### src/core/oe_seq_pkg.sv
// Shared constants and types of the output enable sequencer.
// Assumes a single 25 MHz system clock and a 32-bit classic Wishbone register bus.
package oe_seq_pkg;

  // ------------------------------------------------------------------
  // Timing
  // ------------------------------------------------------------------
  localparam int CLK_PERIOD_NS = 40;
  localparam int TICK_NS       = 10000000;                          // 10 ms tick.
  localparam int TICK_CYC      = TICK_NS / CLK_PERIOD_NS;
  localparam int POR_WIN_NS    = 25000000;                          // 25 ms power-up window.
  localparam int POR_WIN_CYC   = POR_WIN_NS / CLK_PERIOD_NS;
  localparam int QUIET_MS      = 1000;                              // 1 s quiet period.
  localparam int TICK_MS       = 10;
  localparam logic [6:0] QUIET_TICKS = 7'(QUIET_MS / TICK_MS);

  // ------------------------------------------------------------------
  // Register map (byte addresses)
  // ------------------------------------------------------------------
  localparam logic [7:0] OE_CTRL_ADDR  = 8'h00;
  localparam logic [7:0] GAIN_SEL_ADDR = 8'h04;
  localparam logic [7:0] ADC_CTRL_ADDR = 8'h08;
  localparam logic [7:0] STATUS_ADDR   = 8'h0C;
  localparam logic [7:0] ALARM_ADDR    = 8'h10;

  // Field positions.
  localparam int ON_COUNT_LSB   = 0;                                // output_on_count [7:0].
  localparam int DELAY_LSB      = 8;                                // temp_conv_delay [11:8].
  localparam int SW_OFF_BIT     = 15;                               // single_wire_off.
  localparam int CONT_SEL_BIT   = 10;                               // continuous_convert_sel.
  localparam int CONV_START_BIT = 12;                               // conv_start_bit.

  // Reset values.
  localparam logic [11:0] OE_CTRL_RST  = 12'h000;
  localparam logic        SW_OFF_RST   = 1'b0;
  localparam logic        CONT_SEL_RST = 1'b0;

  localparam int ALARM_W = 8;

  // ------------------------------------------------------------------
  // State machines
  // ------------------------------------------------------------------
  typedef enum logic [2:0] {S_POR, S_IDLE, S_ON, S_QUIET, S_EE_READ} seq_e;
  typedef enum logic [1:0] {D_IDLE, D_COUNT, D_CONV} dly_e;

endpackage : oe_seq_pkg

### src/core/oe_seq_if.sv
// Carrier between the sequencer core and its tick and pin helpers.
// Assumes every signal lives in the system clock domain.
`timescale 1ns/1ps
interface oe_seq_if;
  logic       tick;      // One-cycle pulse every 10 ms.
  logic [1:0] pin_lvl;   // Synchronised levels: [0] single-wire pin, [1] two-wire clock.

  modport tick_src (output tick);
  modport pin_src  (output pin_lvl);
  modport user     (input tick, input pin_lvl);
endinterface : oe_seq_if

### src/core/oe_pin_sync.sv
// Two-flop synchronisers for the pins that reveal bus activity.
// Assumes the pins are asynchronous to the system clock.
`timescale 1ns/1ps
module oe_pin_sync (
  input  wire logic       clk_sys_in,
  input  wire logic       rst_n_in,
  input  wire logic       ce_in,
  input  wire logic [1:0] pins_in,
  oe_seq_if.pin_src       ps
);
  typedef struct packed {
    logic [1:0] meta;
    logic [1:0] sync;
  } sync_s;

  sync_s q, d;

  // ------------------------------------------------------------------
  // Synchronisers
  // ------------------------------------------------------------------
  // The first stage feeds only the second; the pins idle high.
  always_comb begin
    d      = q;
    d.meta = pins_in;
    for (int i = 0; i < 2; i++) begin
      d.sync[i] = q.meta[i];
    end
  end

  // Register the state.
  always_ff @(posedge clk_sys_in or negedge rst_n_in) begin
    if (!rst_n_in) begin
      q <= '1;
    end else if (ce_in) begin
      q <= d;
    end
  end

  assign ps.pin_lvl = q.sync;
endmodule : oe_pin_sync

### src/core/oe_seq_top.sv
// Output enable sequencer: time-shares the single-wire pin with the analog output.
// Assumes a 25 MHz clock, classic Wishbone for the register file, and an EEPROM
// loader and temperature ADC on the same clock that answer with one-cycle pulses.
//
// Behaviour
// Output-on time is the 8-bit count times 10 ms; zero keeps output off.
// A 25 ms power-up window lets bus traffic stop stand-alone start.
// Any control register write starts the enable/disable sequence.
// Nonzero count enables output at once and loads the on counter.
// Count down per tick; at zero disable output and start 1 s timer.
// Activity on the pin or either bus restarts the 1 s timer.
// After a quiet second the sequencer tries to read the EEPROM.
// Host keeps EEPROM flags invalid during calibration.
// Invalid EEPROM flags restart the 1 s timer.
// A further control write restarts the whole sequence.
// Host first selects single-conversion mode on the temperature ADC.
// Each control write loads the delay counter with the 4-bit field.
// Delay counts down per tick; at zero one conversion is triggered.
// After that conversion completes the delay branch goes idle.
// Alarm bits are latched just before the output is disabled.
// With single-wire off set, the single-wire pin is ignored. The code still honours the pin once power-up traffic has set sw_force.
// Single-wire traffic within 25 ms of power-up still takes control.
// Delay field sits in bits 11:8, 0 to 150 ms in 10 ms steps.
// On, quiet and delay counters run from one free-running 10 ms tick; the power-up window counts clocks.
// Count sits in bits 7:0; delay branch runs independently.
`timescale 1ns/1ps
module oe_seq_top
  import oe_seq_pkg::*;
#(
  parameter int TICK_CYCLES = TICK_CYC,
  parameter int POR_CYCLES  = POR_WIN_CYC
) (
  input  wire logic               clk_sys_in,
  input  wire logic               rst_n_in,
  input  wire logic               ce_in,
  input  wire logic               wb_cyc_in,
  input  wire logic               wb_stb_in,
  input  wire logic               wb_we_in,
  input  wire logic [7:0]         wb_adr_in,
  input  wire logic [3:0]         wb_sel_in,
  input  wire logic [31:0]        wb_dat_in,
  output logic      [31:0]        wb_dat_out,
  output logic                    wb_ack_out,
  input  wire logic               single_wire_pin_in,
  input  wire logic               two_wire_clk_in,
  input  wire logic [ALARM_W-1:0] fault_alarm_in,
  input  wire logic               ee_done_in,
  input  wire logic               ee_valid_in,
  input  wire logic               adc_done_in,
  output logic                    analog_out_en_out,
  output logic                    ee_read_out,
  output logic                    adc_start_out
);

  // ------------------------------------------------------------------
  // Helpers
  // ------------------------------------------------------------------
  oe_seq_if sif ();

  oe_tick_gen #(
    .TICK_CYCLES (TICK_CYCLES)
  ) u_tick (
    .clk_sys_in (clk_sys_in),
    .rst_n_in   (rst_n_in),
    .ce_in      (ce_in),
    .tk         (sif.tick_src)
  );

  oe_pin_sync u_sync (
    .clk_sys_in (clk_sys_in),
    .rst_n_in   (rst_n_in),
    .ce_in      (ce_in),
    .pins_in    ({two_wire_clk_in, single_wire_pin_in}),
    .ps         (sif.pin_src)
  );

  // ------------------------------------------------------------------
  // State
  // ------------------------------------------------------------------
  typedef struct packed {
    seq_e               st;
    dly_e               dst;
    logic [7:0]         on_cnt;
    logic [6:0]         quiet_cnt;
    logic [3:0]         dly_cnt;
    logic [19:0]        por_cnt;
    logic               sw_force;
    logic [11:0]        ctrl;
    logic               sw_off;
    logic               cont_sel;
    logic [ALARM_W-1:0] alarm;
    logic               an_en;
    logic               ee_rd;
    logic               adc_go;
    logic               ack;
    logic [31:0]        rdat;
    logic [1:0]         pin_prev;
  } top_s;

  top_s q, d;

  logic        bus_req;
  logic        bus_wr;
  logic        oe_wr;
  logic        gain_wr;
  logic        adc_wr;
  logic        sw_edge;
  logic        scl_edge;
  logic        sw_en;
  logic        activity;
  logic [15:0] wdat;

  // ------------------------------------------------------------------
  // Bus decode and activity
  // ------------------------------------------------------------------
  // A request is taken once; the ack flop blocks a second take in the answer cycle.
  assign bus_req  = wb_cyc_in && wb_stb_in && !q.ack;
  assign bus_wr   = bus_req && wb_we_in;
  assign wdat     = wb_dat_in[15:0];
  assign oe_wr    = bus_wr && (wb_adr_in == OE_CTRL_ADDR) && (wb_sel_in[1:0] != 2'b00);
  assign gain_wr  = bus_wr && (wb_adr_in == GAIN_SEL_ADDR) && wb_sel_in[1];
  assign adc_wr   = bus_wr && (wb_adr_in == ADC_CTRL_ADDR) && wb_sel_in[1];
  assign sw_edge  = sif.pin_lvl[0] != q.pin_prev[0];
  assign scl_edge = sif.pin_lvl[1] != q.pin_prev[1];
  // The power-up override keeps the pin live even with single-wire off set.
  assign sw_en    = !q.sw_off || q.sw_force;
  assign activity = bus_req || scl_edge || (sw_edge && sw_en);

  // ------------------------------------------------------------------
  // Next state
  // ------------------------------------------------------------------
  always_comb begin
    d          = q;
    d.ee_rd    = 1'b0;
    d.adc_go   = 1'b0;
    d.pin_prev = sif.pin_lvl;

    // Wishbone slave: answer one cycle after the request, drop ack the next.
    d.ack = bus_req;
    if (bus_req && !wb_we_in) begin
      case (wb_adr_in)
        OE_CTRL_ADDR:  d.rdat = {20'h0_0000, q.ctrl};
        GAIN_SEL_ADDR: d.rdat = {16'h0000, q.sw_off, 15'h0000};
        ADC_CTRL_ADDR: d.rdat = {21'h00_0000, q.cont_sel, 10'h000};
        STATUS_ADDR:   d.rdat = {5'h00, q.on_cnt, q.dly_cnt, q.sw_force,
                                 1'b0, q.dst, q.st, q.an_en, q.quiet_cnt};
        ALARM_ADDR:    d.rdat = {{(32 - ALARM_W){1'b0}}, q.alarm};
        default:       d.rdat = 32'h0000_0000;                      // Unmapped reads zero.
      endcase
    end

    // Plain configuration writes.
    if (gain_wr) begin
      d.sw_off = wdat[SW_OFF_BIT];
    end
    if (adc_wr) begin
      d.cont_sel = wdat[CONT_SEL_BIT];
      // A host-written start bit still launches a conversion; it never stores.
      d.adc_go   = wdat[CONV_START_BIT];
    end

    // Output sequence.
    case (q.st)
      S_POR: begin
        if (activity) begin
          d.st = S_IDLE;
          if (sw_edge) begin
            d.sw_force = 1'b1;
          end
        end else if (q.por_cnt == 20'(POR_CYCLES - 1)) begin
          d.st    = S_EE_READ;
          d.ee_rd = 1'b1;
        end else begin
          d.por_cnt = q.por_cnt + 20'h0_0001;
        end
      end
      S_IDLE: begin
      end
      S_ON: begin
        if (sif.tick) begin
          d.on_cnt = q.on_cnt - 8'h01;
          if (q.on_cnt == 8'h01) begin
            d.alarm     = fault_alarm_in;
            d.an_en     = 1'b0;
            d.st        = S_QUIET;
            d.quiet_cnt = QUIET_TICKS;
          end
        end
      end
      S_QUIET: begin
        if (activity) begin
          d.quiet_cnt = QUIET_TICKS;
        end else if (sif.tick) begin
          if (q.quiet_cnt == 7'h01) begin
            d.st    = S_EE_READ;
            d.ee_rd = 1'b1;
          end
          d.quiet_cnt = q.quiet_cnt - 7'h01;
        end
      end
      S_EE_READ: begin
        if (ee_done_in) begin
          if (ee_valid_in) begin
            d.st = S_IDLE;
          end else begin
            d.st        = S_QUIET;
            d.quiet_cnt = QUIET_TICKS;
          end
        end
      end
      default: begin
        d.st = S_IDLE;
      end
    endcase

    // Temperature delay branch, independent of the output branch.
    case (q.dst)
      D_IDLE: begin
      end
      D_COUNT: begin
        if (q.dly_cnt == 4'h0) begin
          d.adc_go = 1'b1;
          d.dst    = D_CONV;
        end else if (sif.tick) begin
          d.dly_cnt = q.dly_cnt - 4'h1;
        end
      end
      D_CONV: begin
        if (adc_done_in) begin
          d.dst = D_IDLE;
        end
      end
      default: begin
        d.dst = D_IDLE;
      end
    endcase

    // A control write overrides whatever either branch was doing.
    if (oe_wr) begin
      if (wb_sel_in[0]) begin
        d.ctrl[7:0] = wdat[7:0];
      end
      if (wb_sel_in[1]) begin
        d.ctrl[11:8] = wdat[11:8];
      end
      d.on_cnt  = d.ctrl[ON_COUNT_LSB +: 8];
      d.dly_cnt = d.ctrl[DELAY_LSB +: 4];
      d.dst     = D_COUNT;
      if (d.ctrl[ON_COUNT_LSB +: 8] != 8'h00) begin
        d.an_en = 1'b1;
        d.st    = S_ON;
      end else begin
        // A zero count keeps the output off and goes straight to the quiet wait.
        d.an_en     = 1'b0;
        d.st        = S_QUIET;
        d.quiet_cnt = QUIET_TICKS;
      end
    end
  end

  // ------------------------------------------------------------------
  // Registers
  // ------------------------------------------------------------------
  always_ff @(posedge clk_sys_in or negedge rst_n_in) begin
    if (!rst_n_in) begin
      q          <= '0;
      q.st       <= S_POR;
      q.dst      <= D_IDLE;
      q.ctrl     <= OE_CTRL_RST;
      q.sw_off   <= SW_OFF_RST;
      q.cont_sel <= CONT_SEL_RST;
      q.pin_prev <= 2'b11;
    end else if (ce_in) begin
      q <= d;
    end
  end

  // Outputs come straight from the state flops.
  assign wb_dat_out        = q.rdat;
  assign wb_ack_out        = q.ack;
  assign analog_out_en_out = q.an_en;
  assign ee_read_out       = q.ee_rd;
  assign adc_start_out     = q.adc_go;

endmodule : oe_seq_top

### src/core/oe_tick_gen.sv
// Free-running 10 ms tick divider.
// Assumes a clock enable that freezes the divider while low.
`timescale 1ns/1ps
module oe_tick_gen
  import oe_seq_pkg::*;
#(
  parameter int TICK_CYCLES = TICK_CYC
) (
  input  wire logic clk_sys_in,
  input  wire logic rst_n_in,
  input  wire logic ce_in,
  oe_seq_if.tick_src tk
);
  typedef struct packed {
    logic [17:0] cnt;
    logic        tick;
  } tick_s;

  tick_s q, d;

  // ------------------------------------------------------------------
  // Divider
  // ------------------------------------------------------------------
  // The divider never stops, so a count started mid-period loses up to one tick.
  always_comb begin
    d = q;
    d.tick = 1'b0;
    if (q.cnt == 18'(TICK_CYCLES - 1)) begin
      d.cnt  = 18'h0_0000;
      d.tick = 1'b1;
    end else begin
      d.cnt = q.cnt + 18'h0_0001;
    end
  end

  // Register the state.
  always_ff @(posedge clk_sys_in or negedge rst_n_in) begin
    if (!rst_n_in) begin
      q <= '0;
    end else if (ce_in) begin
      q <= d;
    end
  end

  assign tk.tick = q.tick;
endmodule : oe_tick_gen

### config.mk
export PLATFORM = sky130hd
export DESIGN_NAME = oe_seq_top
export DESIGN_NICKNAME = d
export VERILOG_FILES = /design/src/core/oe_seq_pkg.sv /design/src/core/oe_seq_if.sv /design/src/core/oe_pin_sync.sv /design/src/core/oe_seq_top.sv /design/src/core/oe_tick_gen.sv
export SDC_FILE = /design/constraint.sdc
export NUM_CORES = 1
export LEC_CHECK = 0
export BUFFER_PORTS_ARGS = -buffer_cell sky130_fd_sc_hd__buf_4
export CAP_MARGIN = 0
export CORE_MARGIN = 8
export CORE_UTILIZATION = 28
export DETAILED_ROUTE_END_ITERATION = 10
export SLEW_MARGIN = 20
export SYNTH_ARGS = -nofsm -noshare
export SYNTH_HDL_FRONTEND = slang
export SYNTH_HIERARCHICAL = 1
export SYNTH_SLANG_ARGS = --single-unit
### constraint.sdc
create_clock -name clk_sys_in -period 3.26 [get_ports clk_sys_in]
set_clock_uncertainty 0.15 [all_clocks]
set_input_delay 0.489 -clock clk_sys_in [delete_from_list [all_inputs] [get_ports clk_sys_in]]
set_output_delay 0.489 -clock clk_sys_in [all_outputs]
set_load 0.005 [all_outputs]
==> impl_metrics.xml, run 1 <==
<?xml version="1.0" encoding="UTF-8"?>
<metrics>
  <group name="floorplan">
    <metric name="ioPinCount" unit="">99</metric>
    <metric name="fp.dieArea" unit="mm²">0.0291</metric>
    <metric name="core" unit="mm²">0.0235</metric>
    <metric name="floorplan.initialDensity" unit="%">28.5</metric>
    <metric name="row_count" unit="">56</metric>
    <metric name="die_w" unit="µm">170</metric>
    <metric name="die-height" unit="µm">170</metric>
  </group>
  <group name="timing">
    <metric name="max_freq" unit="MHz">399</metric>
    <metric name="timing_worst_slew_pin_value" unit="ns">0.800</metric>
    <metric name="maxSlewHeadroom" unit="%">46.5</metric>
    <metric name="worst_slack" unit="ns">0.752</metric>
    <metric name="finalSetupViolations" unit="">0</metric>
    <metric name="final-hold-violation-count" unit="">0</metric>
    <metric name="post-route-min-period" unit="ns">2.51</metric>
    <metric name="finalSetupTns" unit="ns">0</metric>
    <metric name="report.final.slew_viol_count" unit="">0</metric>
    <metric name="period_share" unit="%">76.9</metric>
    <metric name="rsz0062_at_grt" unit="">false</metric>
    <metric name="hold-worst-slack" unit="ns">0.155</metric>
  </group>
  <group name="cts">
    <metric name="clock_tree_from_tritoncts" unit="">built</metric>
    <metric name="htreeDepth" unit="">4</metric>
    <metric name="clk_root_buffer_cell" unit="">sky130_fd_sc_hd__clkbuf_16</metric>
    <metric name="cts_sinks" unit="">122</metric>
    <metric name="cts-resized-gates" unit="">0</metric>
    <metric name="number_of_buffers_added_by_the_clock_tree_synthesis_step" unit="">17</metric>
    <metric name="clk_pin_slew" unit="ns">0.06</metric>
    <metric name="cts_setup_buffers" unit="">0</metric>
    <metric name="clkLatencyLatePin" unit="ns">0.42</metric>
    <metric name="clock_tree_buf_depth" unit="">2</metric>
  </group>
  <group name="power">
    <metric name="leakage" unit="nW">3.58</metric>
    <metric name="power.density_cell_area" unit="mW/mm²">495</metric>
    <metric name="peakVddDrop" unit="V">0.000334</metric>
  </group>
  <group name="global_routing">
    <metric name="grt_pass1_vias" unit="">5141</metric>
    <metric name="overflow" unit="">0</metric>
    <metric name="grt_util_all_layers" unit="%">12.2</metric>
    <metric name="grt_start_max_net_pins" unit="">64</metric>
    <metric name="antenna_found_initial" unit="">0</metric>
    <metric name="wire_length_of_the_first_global_routing_pass" unit="µm">27900</metric>
  </group>
  <group name="setup_path">
    <metric name="crit_cells" unit="">4</metric>
    <metric name="reg2reg_from" unit="">q[79]</metric>
    <metric name="cp_slowest_stage_delay" unit="ns">0.67</metric>
    <metric name="startpoint" unit="">q[79]</metric>
    <metric name="timing.setup.critical_path_class" unit="">flop to flop</metric>
    <metric name="critical_path.reg2reg.endpoint" unit="">q[62]</metric>
    <metric name="worstSetupEndpointType" unit="">flop</metric>
    <metric name="critPathLaunchType" unit="">flop</metric>
    <metric name="r2r.worst_path.cells" unit="">4</metric>
    <metric name="critPathRequiredTime" unit="ns">3.41</metric>
    <metric name="critical_path.cell_chain" unit="">or4b_2 -&gt; nor4_1 -&gt; a211o_1 -&gt; mux2_2</metric>
    <metric name="worstPathMaxFanout" unit="">5</metric>
    <metric name="timing.critical_path.buf_inv" unit="">0</metric>
    <metric name="worst_path_max_delay_cell" unit="">sky130_fd_sc_hd__or4b_2</metric>
    <metric name="cpLargestDelayFamily" unit="">simple AND/OR/NAND/NOR gates</metric>
    <metric name="cp_data_arrival_time" unit="ns">2.66</metric>
    <metric name="reg2reg_setup_slack" unit="ns">0.75</metric>
    <metric name="critPathCapture" unit="">q[62]</metric>
  </group>
  <group name="synthesis">
    <metric name="yosys-top-cells-area" unit="">sky130_fd_sc_hd__dfrtp_1 (43%), sky130_fd_sc_hd__mux2_2 (6.1%), sky130_fd_sc_hd__buf_4 (3.6%), sky130_fd_sc_hd__nand2_1 (3.4%), sky130_fd_sc_hd__a22o_1 (2.8%)</metric>
    <metric name="synth.yosys.seq_area_share" unit="%">45.8</metric>
    <metric name="synth-edff-count" unit="">0</metric>
    <metric name="async_flop_share" unit="%">100</metric>
    <metric name="yosys_warnings" unit="">6</metric>
    <metric name="synth.most_common_cell" unit="">sky130_fd_sc_hd__dfrtp_1</metric>
    <metric name="ys.flop_type" unit="">sky130_fd_sc_hd__dfrtp_1</metric>
    <metric name="ys_seq_elements" unit="">122</metric>
    <metric name="ys_top_cells_by_count" unit="">sky130_fd_sc_hd__dfrtp_1 (116), sky130_fd_sc_hd__nand2_1 (60), sky130_fd_sc_hd__mux2_2 (36)</metric>
    <metric name="syn-mean-instance-area" unit="µm²">10.3</metric>
    <metric name="yosys.cell_types.count" unit="">76</metric>
    <metric name="synthCells" unit="">649</metric>
    <metric name="synth_area" unit="mm²">0.00668</metric>
    <metric name="synth.top_cell.area_share" unit="%">43.5</metric>
    <metric name="yosysTopAreaCell" unit="">sky130_fd_sc_hd__dfrtp_1</metric>
  </group>
  <group name="layout">
    <metric name="total_nets_final" unit="">774</metric>
    <metric name="num-fill-cells" unit="">2415</metric>
    <metric name="flow.area_growth_from_synthesis" unit="%">19.3</metric>
    <metric name="finish.utilization" unit="%">33.9</metric>
    <metric name="insertedDiodeCount" unit="">0</metric>
    <metric name="layout-drive-gt1-share" unit="%">24.5</metric>
    <metric name="final-instance-count-excl-fill" unit="">1036</metric>
  </group>
  <group name="run_status">
    <metric name="outcome" unit="">finished clean</metric>
  </group>
  <group name="place">
    <metric name="place.detailed.instances" unit="">1003</metric>
    <metric name="io_buffers" unit="">72</metric>
    <metric name="post-dp-hpwl" unit="µm">12700</metric>
    <metric name="gp_congestion" unit="">0.845</metric>
    <metric name="worst_slack_at_placement" unit="ns">0.623</metric>
  </group>
  <group name="detailed_routing">
    <metric name="detail_route.vias_per_cell" unit="">4.97</metric>
    <metric name="detail_route.iter0.violations" unit="">423</metric>
    <metric name="route.layer.met1.wl" unit="µm">7730</metric>
    <metric name="detailedRoute.firstPassIterationCount" unit="">5</metric>
    <metric name="highest_layer" unit="">met4</metric>
    <metric name="postRouteWirelength" unit="µm">17300</metric>
    <metric name="route.met2.wl" unit="µm">8040</metric>
    <metric name="postRouteAntennaNets" unit="">0</metric>
    <metric name="met3_length" unit="µm">1170</metric>
    <metric name="via_total_after_detailed_routing" unit="">5153</metric>
    <metric name="drt_drc_violations_left" unit="">0</metric>
    <metric name="routedWlPerCell" unit="µm">16.7</metric>
  </group>
  <group name="min_path">
    <metric name="min-delay-path-class" unit="">input pin to flop</metric>
  </group>
  <group name="flow_run">
    <metric name="maxCapViolations" unit="">0</metric>
  </group>
</metrics>
-- worst min-delay path by stage --
| stage | end | cells past startpoint | from |
|---|---|---|---|
| finish | q[43] | 2 | fault_alarm_in[5] |
| global placement | q[53] | 1 | rst_n_in |
| detailed placement | q[53] | 1 | rst_n_in |
| floorplan | adc_start_out | 0 | rst_n_in |
| global route | q[41] | 2 | fault_alarm_in[3] |
| CTS | q[43] | 2 | fault_alarm_in[5] |
-- registers in the layout, summed over array words and instances (netlist names) --
register	flops
wb_ack_out	1
ee_read_out	1
wb_dat_out	26
u_tick/tk.tick	1
u_sync/d	2
q	69
analog_out_en_out	1
u_tick/q	18
u_sync/ps.pin_lvl	2
adc_start_out	1
-- timing repair --
action,in CTS,in global routing
setup endpoints to repair,0,0
hold endpoints to repair,20,0
hold buffers,1,0
-- cells by family (layout without fill, tap and decap cells) --
kind of cell             Yosys count  in the layout  synth area share (%)
AO/OA/AOI/OAI                    126            126                  14.1
buffers and inverters             73            136                  6.31
multiplexers                      52             52                  8.47
AND/OR/NAND/NOR                  233            233                  19.3
flip-flops                       122            122                  45.8
XOR/XNOR                          35             35                  4.59
other                              1              6                0.0561
adder cells (fa/ha/maj)            7              7                  1.31
-- report_power, final --
part / switching (mW) / leakage [nW] / internal (mW)
Clock: 0.660 / 0.274 / 1.16
Combinational: 0.234 / 1.69 / 0.182
Sequential: 0.109 / 1.62 / 1.60
Total: 1.00 / 3.58 / 2.94
-- through the flow --
stage / area [µm²] / total power [mW]
after global routing: 7970 / 4.11
final: 7970 / 3.94
after detailed placement: 7390 / 2.15
after global placement: 7390 / 2.14
after floorplan: 6700 / 1.97
after CTS: 7970 / 3.98
-- area by class of cell --
class / count / area [µm²] / area share (%)
well taps: 319 / 399 / 5.01
inverters: 19 / 71.3 / 0.895
multi-input cells: 459 / 3220 / 40.4
clock inverters: 8 / 95.1 / 1.19
flip-flops and latches: 122 / 3060 / 38.4
repair buffers: 85 / 653 / 8.20
clock buffers: 24 / 472 / 5.92
-- metal layers --
| metal | GRT usage, % | vias to the layer above |
|---|---|---|
| met1 | 15.5 | 2509 |
| met3 | 3.78 | 22 |
| met4 | 4.96 | 0 |
| met5 | 0 | - |
| li1 | - | 2477 |
| met2 | 19.0 | 145 |
-- cells in the final DEF, fill, tap and decap left out, types with 7 or more instances in the layout --
cell	netlist	layout
sky130_fd_sc_hd__a21o_1	9	9
sky130_fd_sc_hd__a21oi_1	13	13
sky130_fd_sc_hd__a22o_1	21	21
sky130_fd_sc_hd__and3_1	8	8
sky130_fd_sc_hd__buf_4	32	83
sky130_fd_sc_hd__clkbuf_16	0	17
sky130_fd_sc_hd__dfrtp_1	116	116
sky130_fd_sc_hd__ha_1	7	7
sky130_fd_sc_hd__inv_1	18	18
sky130_fd_sc_hd__mux2_2	36	36
sky130_fd_sc_hd__mux2i_1	16	16
sky130_fd_sc_hd__nand2_1	60	60
sky130_fd_sc_hd__nand3_1	26	26
sky130_fd_sc_hd__nand4_1	12	12
sky130_fd_sc_hd__nor2_1	32	32
sky130_fd_sc_hd__nor3_1	20	20
sky130_fd_sc_hd__nor4_1	11	11
sky130_fd_sc_hd__o21ai_0	18	18
sky130_fd_sc_hd__o31ai_1	8	8
sky130_fd_sc_hd__xnor2_1	21	21
sky130_fd_sc_hd__xor2_1	14	14
Note: power is estimated with default switching activity, not from simulation.
==> run 2, diff against run 1 <==
==> constraint.sdc (replaced) <==
create_clock -name clk_sys_in -period 2.15 [get_ports clk_sys_in]
set_clock_uncertainty 0.15 [all_clocks]
set_input_delay 0.3225 -clock clk_sys_in [delete_from_list [all_inputs] [get_ports clk_sys_in]]
set_output_delay 0.3225 -clock clk_sys_in [all_outputs]
set_load 0.005 [all_outputs]
==> impl_metrics.xml, run 2 (synthesis gave the netlist of run 1 again) <==
<?xml version="1.0" encoding="UTF-8"?>
<metrics>
  <group name="run_status">
    <metric name="outcome" unit="">finished clean</metric>
  </group>
  <group name="cts">
    <metric name="cts_setup_buffers" unit="">0</metric>
    <metric name="clk_pin_slew" unit="ns">0.06</metric>
    <metric name="htreeDepth" unit="">4</metric>
    <metric name="cts_sinks" unit="">122</metric>
    <metric name="clock_tree_from_tritoncts" unit="">built</metric>
    <metric name="clkLatencyLatePin" unit="ns">0.42</metric>
    <metric name="clk_root_buffer_cell" unit="">sky130_fd_sc_hd__clkbuf_16</metric>
    <metric name="number_of_buffers_added_by_the_clock_tree_synthesis_step" unit="">17</metric>
    <metric name="clock_tree_buf_depth" unit="">2</metric>
  </group>
  <group name="power">
    <metric name="peakVddDrop" unit="V">0.000510</metric>
    <metric name="p_comb_share" unit="%">13.4</metric>
    <metric name="net-switching-power" unit="mW">1.61</metric>
    <metric name="power.share.switching" unit="%">25.7</metric>
    <metric name="internal_power" unit="mW">4.65</metric>
    <metric name="clockPowerShare" unit="%">45.9</metric>
    <metric name="leakage" unit="nW">4.12</metric>
    <metric name="design_power" unit="mW">6.26</metric>
    <metric name="power.density_cell_area" unit="mW/mm²">704</metric>
    <metric name="p_seq_share" unit="%">40.7</metric>
  </group>
  <group name="layout">
    <metric name="num-fill-cells" unit="">2314</metric>
    <metric name="final-instance-count-excl-fill" unit="">1135</metric>
    <metric name="insertedDiodeCount" unit="">0</metric>
    <metric name="total_nets_final" unit="">873</metric>
    <metric name="layout_commonest_cell" unit="">sky130_fd_sc_hd__buf_4</metric>
    <metric name="flow.area_growth_from_synthesis" unit="%">33.3</metric>
    <metric name="registers.top_by_ff_count" unit="">q</metric>
    <metric name="flip_flop_count_of_the_largest_register_all_copies_and_words_added" unit="">69</metric>
    <metric name="layout-drive-gt1-share" unit="%">33.2</metric>
    <metric name="mostFrequentLayoutCells" unit="">sky130_fd_sc_hd__buf_4 (161), sky130_fd_sc_hd__dfrtp_1 (116), sky130_fd_sc_hd__nand2_1 (59), sky130_fd_sc_hd__mux2_2 (36), sky130_fd_sc_hd__nor2_1 (32)</metric>
    <metric name="finish.utilization" unit="%">37.9</metric>
  </group>
  <group name="timing">
    <metric name="worst_slack" unit="ns">0.0521</metric>
    <metric name="period_share" unit="%">97.6</metric>
    <metric name="report.final.slew_viol_count" unit="">0</metric>
    <metric name="post-route-min-period" unit="ns">2.10</metric>
    <metric name="maxSlewHeadroom" unit="%">65.0</metric>
    <metric name="final-hold-violation-count" unit="">0</metric>
    <metric name="finalSetupViolations" unit="">0</metric>
    <metric name="timing_worst_slew_pin_value" unit="ns">0.525</metric>
    <metric name="finalSetupTns" unit="ns">0</metric>
    <metric name="max_freq" unit="MHz">477</metric>
  </group>
  <group name="global_routing">
    <metric name="grt_pass1_vias" unit="">5636</metric>
    <metric name="antenna_found_initial" unit="">0</metric>
    <metric name="wire_length_of_the_first_global_routing_pass" unit="µm">30300</metric>
    <metric name="overflow" unit="">0</metric>
    <metric name="grt_util_all_layers" unit="%">13.1</metric>
    <metric name="grt_start_max_net_pins" unit="">66</metric>
  </group>
  <group name="detailed_routing">
    <metric name="routedWlPerCell" unit="µm">16.2</metric>
    <metric name="detail_route.vias_per_cell" unit="">4.91</metric>
    <metric name="drt_drc_violations_left" unit="">0</metric>
    <metric name="postRouteAntennaNets" unit="">0</metric>
    <metric name="detailedRoute.firstPassIterationCount" unit="">5</metric>
    <metric name="via_total_after_detailed_routing" unit="">5572</metric>
    <metric name="postRouteWirelength" unit="µm">18400</metric>
    <metric name="detail_route.iter0.violations" unit="">467</metric>
  </group>
  <group name="setup_path">
    <metric name="worstSetupEndpointType" unit="">flop</metric>
    <metric name="critPathLaunchType" unit="">flop</metric>
    <metric name="timing.critical_path.buf_inv" unit="">0</metric>
    <metric name="worstPathMaxFanout" unit="">3</metric>
    <metric name="timing.setup.critical_path_class" unit="">flop to flop</metric>
    <metric name="critical_path.cell_chain" unit="">or4b_2 -&gt; nor4_4 -&gt; a211o_1 -&gt; mux2_2</metric>
    <metric name="cp_slowest_stage_delay" unit="ns">0.71</metric>
    <metric name="critPathRequiredTime" unit="ns">2.30</metric>
    <metric name="cpLargestDelayFamily" unit="">simple AND/OR/NAND/NOR gates</metric>
    <metric name="cp_data_arrival_time" unit="ns">2.25</metric>
    <metric name="worst_path_max_delay_cell" unit="">sky130_fd_sc_hd__or4b_2</metric>
  </group>
  <group name="flow_run">
    <metric name="maxCapViolations" unit="">0</metric>
  </group>
  <group name="place">
    <metric name="worst_slack_at_placement" unit="ns">-0.188</metric>
    <metric name="post-dp-hpwl" unit="µm">13900</metric>
    <metric name="place.detailed.instances" unit="">1084</metric>
    <metric name="gp_congestion" unit="">0.893</metric>
    <metric name="io_buffers" unit="">72</metric>
  </group>
  <group name="floorplan">
    <metric name="die_w" unit="µm">170</metric>
    <metric name="die-height" unit="µm">170</metric>
    <metric name="row_count" unit="">56</metric>
    <metric name="floorplan.initialDensity" unit="%">28.5</metric>
    <metric name="fp.dieArea" unit="mm²">0.0291</metric>
    <metric name="ioPinCount" unit="">99</metric>
    <metric name="core" unit="mm²">0.0235</metric>
  </group>
  <group name="min_path">
    <metric name="min-delay-path-class" unit="">input pin to flop</metric>
  </group>
</metrics>
run 2: cell types whose count changed in the layout (fill, tap and decap cells not counted), sizes merged:
cell	change
buf	+81
clkbuf	-2
clkinv	+2
dlygate4sd3	+18
run 2: worst register-to-register path: cells and delay by family, from the launching register on:
kind	cells	cell delay, ns
AOI/OAI and AO/OA	1	0.20
DFF	1	0.37
muxes	1	0.34
and+or+nand+nor	2	0.92
run 2: layout make-up:
type                            count  area (µm²)  area share (%)
Clock buffer                       22         484            5.44
Tap cell                          319         399            4.48
Timing Repair Buffer              184        1480            16.6
Multi-Input combinational cell    459        3290            37.0
Inverter                           19        71.3           0.801
Sequential cell                   122        3060            34.4
Clock inverter                     10         116            1.31
run 2: per-layer routing:
| layer | GRT usage, % | vias up | wire length [µm] |
|---|---|---|---|
| li1 | - | 2675 | - |
| met1 | 17.1 | 2761 | 8320 |
| met2 | 21.1 | 119 | 8880 |
| met3 | 3.24 | 17 | 910 |
| met4 | 4.04 | 0 | 241 |
| met5 | 0 | - | 0 |
run 2: path summary, 6_finish.rpt:
check                             start     endpoint  slack (ns)  cells after the start
setup / recovery                  q[79]        q[62]        0.05                      4
hold / removal             wb_dat_in[5]        q[53]        0.03                      2
setup reg to reg                  q[79]        q[62]        0.05                      4
hold reg to reg                   q[65]        q[65]        0.34                      1
max in group asynchronous      rst_n_in  u_sync/d[0]        1.21                      3
min in group asynchronous      rst_n_in        q[55]        0.30                      3
run 2: power by group through the flow:
stage | Clock (mW) | Combinational (mW) | Sequential, mW
after floorplan | 0 | 0.427 | 2.56
after CTS | 2.95 | 0.837 | 2.54
after global routing | 3.04 | 0.922 | 2.56
final | 2.88 | 0.837 | 2.55
after global placement | 0 | 0.797 | 2.58
after detailed placement | 0 | 0.808 | 2.58
run 2: metrics by stage:
| stage | hold WS [ns] | instance area (µm²) |
|---|---|---|
| after floorplan | -0.123 | 6710 |
| after global placement | 0.203 | 8050 |
| after detailed placement | 0.209 | 8050 |
| after CTS | 0.00156 | 8850 |
| after global routing | 0.0215 | 8900 |
| final | 0.0260 | 8900 |
run 2: what timing repair did:
action                                  4_1_cts  5_1_grt
endpoints found under the setup margin        6       32
pin swaps                                     2        0
endpoints found under the hold margin       135        0
hold buffers                                 19        0
cloned                                        0        0
gates resized for setup                       2        9
==> run 3, diff against run 2 <==
--- a/config.mk
+++ b/config.mk
@@ -6,10 +6,12 @@
 export NUM_CORES = 1
 export LEC_CHECK = 0
 export BUFFER_PORTS_ARGS = -buffer_cell sky130_fd_sc_hd__buf_4
-export CAP_MARGIN = 0
+export CAP_MARGIN = 20
 export CORE_MARGIN = 8
 export CORE_UTILIZATION = 28
+export CTS_CLUSTER_SIZE = 30
 export DETAILED_ROUTE_END_ITERATION = 10
+export HOLD_SLACK_MARGIN = 0.08
 export SLEW_MARGIN = 20
 export SYNTH_ARGS = -nofsm -noshare
 export SYNTH_HDL_FRONTEND = slang
==> impl_metrics.xml, run 3 (synthesis gave the netlist of run 1 again) <==
<?xml version="1.0" encoding="UTF-8"?>
<metrics>
  <group name="run_status">
    <metric name="outcome" unit="">finished clean</metric>
  </group>
  <group name="floorplan">
    <metric name="ioPinCount" unit="">99</metric>
    <metric name="die-height" unit="µm">170</metric>
    <metric name="floorplan.initialDensity" unit="%">28.5</metric>
    <metric name="die_w" unit="µm">170</metric>
    <metric name="fp.dieArea" unit="mm²">0.0291</metric>
    <metric name="core" unit="mm²">0.0235</metric>
    <metric name="row_count" unit="">56</metric>
  </group>
  <group name="timing">
    <metric name="finalSetupViolations" unit="">0</metric>
    <metric name="max_freq" unit="MHz">476</metric>
    <metric name="report.final.slew_viol_count" unit="">0</metric>
    <metric name="period_share" unit="%">97.6</metric>
    <metric name="timing_worst_slew_pin_value" unit="ns">0.522</metric>
    <metric name="maxSlewHeadroom" unit="%">65.1</metric>
    <metric name="finalSetupTns" unit="ns">0</metric>
    <metric name="final-hold-violation-count" unit="">0</metric>
    <metric name="post-route-min-period" unit="ns">2.10</metric>
  </group>
  <group name="power">
    <metric name="design_power" unit="mW">6.27</metric>
    <metric name="internal_power" unit="mW">4.66</metric>
    <metric name="p_seq_share" unit="%">40.6</metric>
    <metric name="clockPowerShare" unit="%">45.9</metric>
    <metric name="p_comb_share" unit="%">13.5</metric>
    <metric name="net-switching-power" unit="mW">1.61</metric>
    <metric name="power.share.switching" unit="%">25.7</metric>
    <metric name="peakVddDrop" unit="V">0.000510</metric>
    <metric name="power.density_cell_area" unit="mW/mm²">701</metric>
    <metric name="leakage" unit="nW">4.14</metric>
  </group>
  <group name="setup_path">
    <metric name="timing.setup.critical_path_class" unit="">flop to flop</metric>
    <metric name="timing.critical_path.buf_inv" unit="">0</metric>
    <metric name="cp_slowest_stage_delay" unit="ns">0.71</metric>
    <metric name="r2r.worst_path.cells" unit="">4</metric>
    <metric name="cp_data_arrival_time" unit="ns">2.25</metric>
    <metric name="critical_path.reg2reg.endpoint" unit="">q[62]</metric>
    <metric name="critPathLaunchType" unit="">flop</metric>
    <metric name="worstSetupEndpointType" unit="">flop</metric>
    <metric name="crit_cells" unit="">4</metric>
    <metric name="cpLargestDelayFamily" unit="">simple AND/OR/NAND/NOR gates</metric>
    <metric name="reg2reg_setup_slack" unit="ns">0.05</metric>
    <metric name="worstPathMaxFanout" unit="">3</metric>
    <metric name="reg2reg_from" unit="">q[79]</metric>
    <metric name="critical_path.cell_chain" unit="">or4b_2 -&gt; nor4_4 -&gt; a211o_1 -&gt; mux2_2</metric>
    <metric name="critPathRequiredTime" unit="ns">2.30</metric>
    <metric name="worst_path_max_delay_cell" unit="">sky130_fd_sc_hd__or4b_2</metric>
  </group>
  <group name="detailed_routing">
    <metric name="postRouteWirelength" unit="µm">18500</metric>
    <metric name="postRouteAntennaNets" unit="">0</metric>
    <metric name="via_total_after_detailed_routing" unit="">5583</metric>
    <metric name="detailedRoute.firstPassIterationCount" unit="">5</metric>
    <metric name="routedWlPerCell" unit="µm">16.2</metric>
    <metric name="drt_drc_violations_left" unit="">0</metric>
    <metric name="detail_route.iter0.violations" unit="">458</metric>
    <metric name="detail_route.vias_per_cell" unit="">4.90</metric>
  </group>
  <group name="min_path">
    <metric name="whs_path_depth" unit="">2</metric>
    <metric name="min-delay-path-class" unit="">input pin to flop</metric>
    <metric name="worstHoldEndpoint" unit="">u_sync/d[0]</metric>
    <metric name="hold_start" unit="">ce_in</metric>
  </group>
  <group name="cts">
    <metric name="cts_setup_buffers" unit="">0</metric>
    <metric name="clock_tree_from_tritoncts" unit="">built</metric>
    <metric name="number_of_buffers_added_by_the_clock_tree_synthesis_step" unit="">17</metric>
    <metric name="clkLatencyLatePin" unit="ns">0.42</metric>
    <metric name="htreeDepth" unit="">4</metric>
    <metric name="cts_sinks" unit="">122</metric>
    <metric name="clock_tree_buf_depth" unit="">2</metric>
    <metric name="clk_root_buffer_cell" unit="">sky130_fd_sc_hd__clkbuf_16</metric>
    <metric name="clk_pin_slew" unit="ns">0.06</metric>
  </group>
  <group name="layout">
    <metric name="ff_latch_area" unit="mm²">0.00306</metric>
    <metric name="registers.top_by_ff_count" unit="">q</metric>
    <metric name="total_nets_final" unit="">877</metric>
    <metric name="layout_commonest_cell" unit="">sky130_fd_sc_hd__buf_4</metric>
    <metric name="finish.utilization" unit="%">38.1</metric>
    <metric name="flip_flop_count_of_the_largest_register_all_copies_and_words_added" unit="">69</metric>
    <metric name="layout-drive-gt1-share" unit="%">33.0</metric>
    <metric name="final-instance-count-excl-fill" unit="">1139</metric>
    <metric name="num-fill-cells" unit="">2308</metric>
    <metric name="insertedDiodeCount" unit="">0</metric>
    <metric name="flow.area_growth_from_synthesis" unit="%">33.9</metric>
    <metric name="multi_input_area" unit="mm²">0.00329</metric>
    <metric name="mostFrequentLayoutCells" unit="">sky130_fd_sc_hd__buf_4 (161), sky130_fd_sc_hd__dfrtp_1 (116), sky130_fd_sc_hd__nand2_1 (59), sky130_fd_sc_hd__mux2_2 (36), sky130_fd_sc_hd__nor2_1 (32)</metric>
    <metric name="fin_area" unit="mm²">0.00894</metric>
  </group>
  <group name="global_routing">
    <metric name="grt_start_max_net_pins" unit="">66</metric>
    <metric name="grt_util_all_layers" unit="%">13.1</metric>
    <metric name="grt_pass1_vias" unit="">5650</metric>
    <metric name="wire_length_of_the_first_global_routing_pass" unit="µm">30300</metric>
    <metric name="antenna_found_initial" unit="">0</metric>
    <metric name="overflow" unit="">0</metric>
  </group>
  <group name="flow_run">
    <metric name="maxCapViolations" unit="">0</metric>
  </group>
  <group name="place">
    <metric name="post-dp-hpwl" unit="µm">13900</metric>
    <metric name="place.detailed.instances" unit="">1084</metric>
    <metric name="placed_cell_area" unit="mm²">0.00805</metric>
    <metric name="gp_congestion" unit="">0.893</metric>
    <metric name="io_buffers" unit="">72</metric>
  </group>
</metrics>
[run 3: worst max path at each step]
stage	startpoint	to	slack (ns)
floorplan	q[79]	q[62]	-0.04
global placement	wb_adr_in[5]	q[94]	-0.17
detailed placement	wb_adr_in[5]	q[94]	-0.19
CTS	q[50]	q[86]	0.009
global route	wb_ack_out	q[50]	-0.005
finish	q[79]	q[62]	0.05
[run 3: area by class of cell]
cell class,count,area share [%]
Clock buffer,22,5.42
Clock inverter,10,1.30
Inverter,19,0.798
Multi-Input combinational cell,459,36.8
Sequential cell,122,34.2
Tap cell,319,4.46
Timing Repair Buffer,188,17.0
[run 3: metrics by stage]
| stage | hold WS (ns) | setup slack [ns] |
|---|---|---|
| after floorplan | -0.123 | -0.0434 |
| after global placement | 0.203 | -0.173 |
| after detailed placement | 0.209 | -0.188 |
| after CTS | 0.0872 | 0.00880 |
| after global routing | 0.111 | -0.00465 |
| final | 0.111 | 0.0513 |
[run 3: repair_timing]
item	CTS	global route
pin swaps	2	0
endpoints found under the setup margin	6	32
hold endpoints to repair	145	0
resized for setup	2	9
hold buffers	23	0
[run 3: power groups by stage]
stage | sequential [mW] | clock, mW | combinational (mW)
6_report | 2.55 | 2.88 | 0.845
5_1_grt | 2.56 | 3.04 | 0.929
4_1_cts | 2.54 | 2.95 | 0.844
3_5_place_dp | 2.58 | 0 | 0.808
3_3_place_gp | 2.58 | 0 | 0.797
2_1_floorplan | 2.56 | 0 | 0.427
[run 3: metal layers]
metal,track usage [%],part of all wire [%]
met1,17.1,46
met2,21.1,48
met3,3.24,4.4
met4,4.04,1.3
met5,0,0
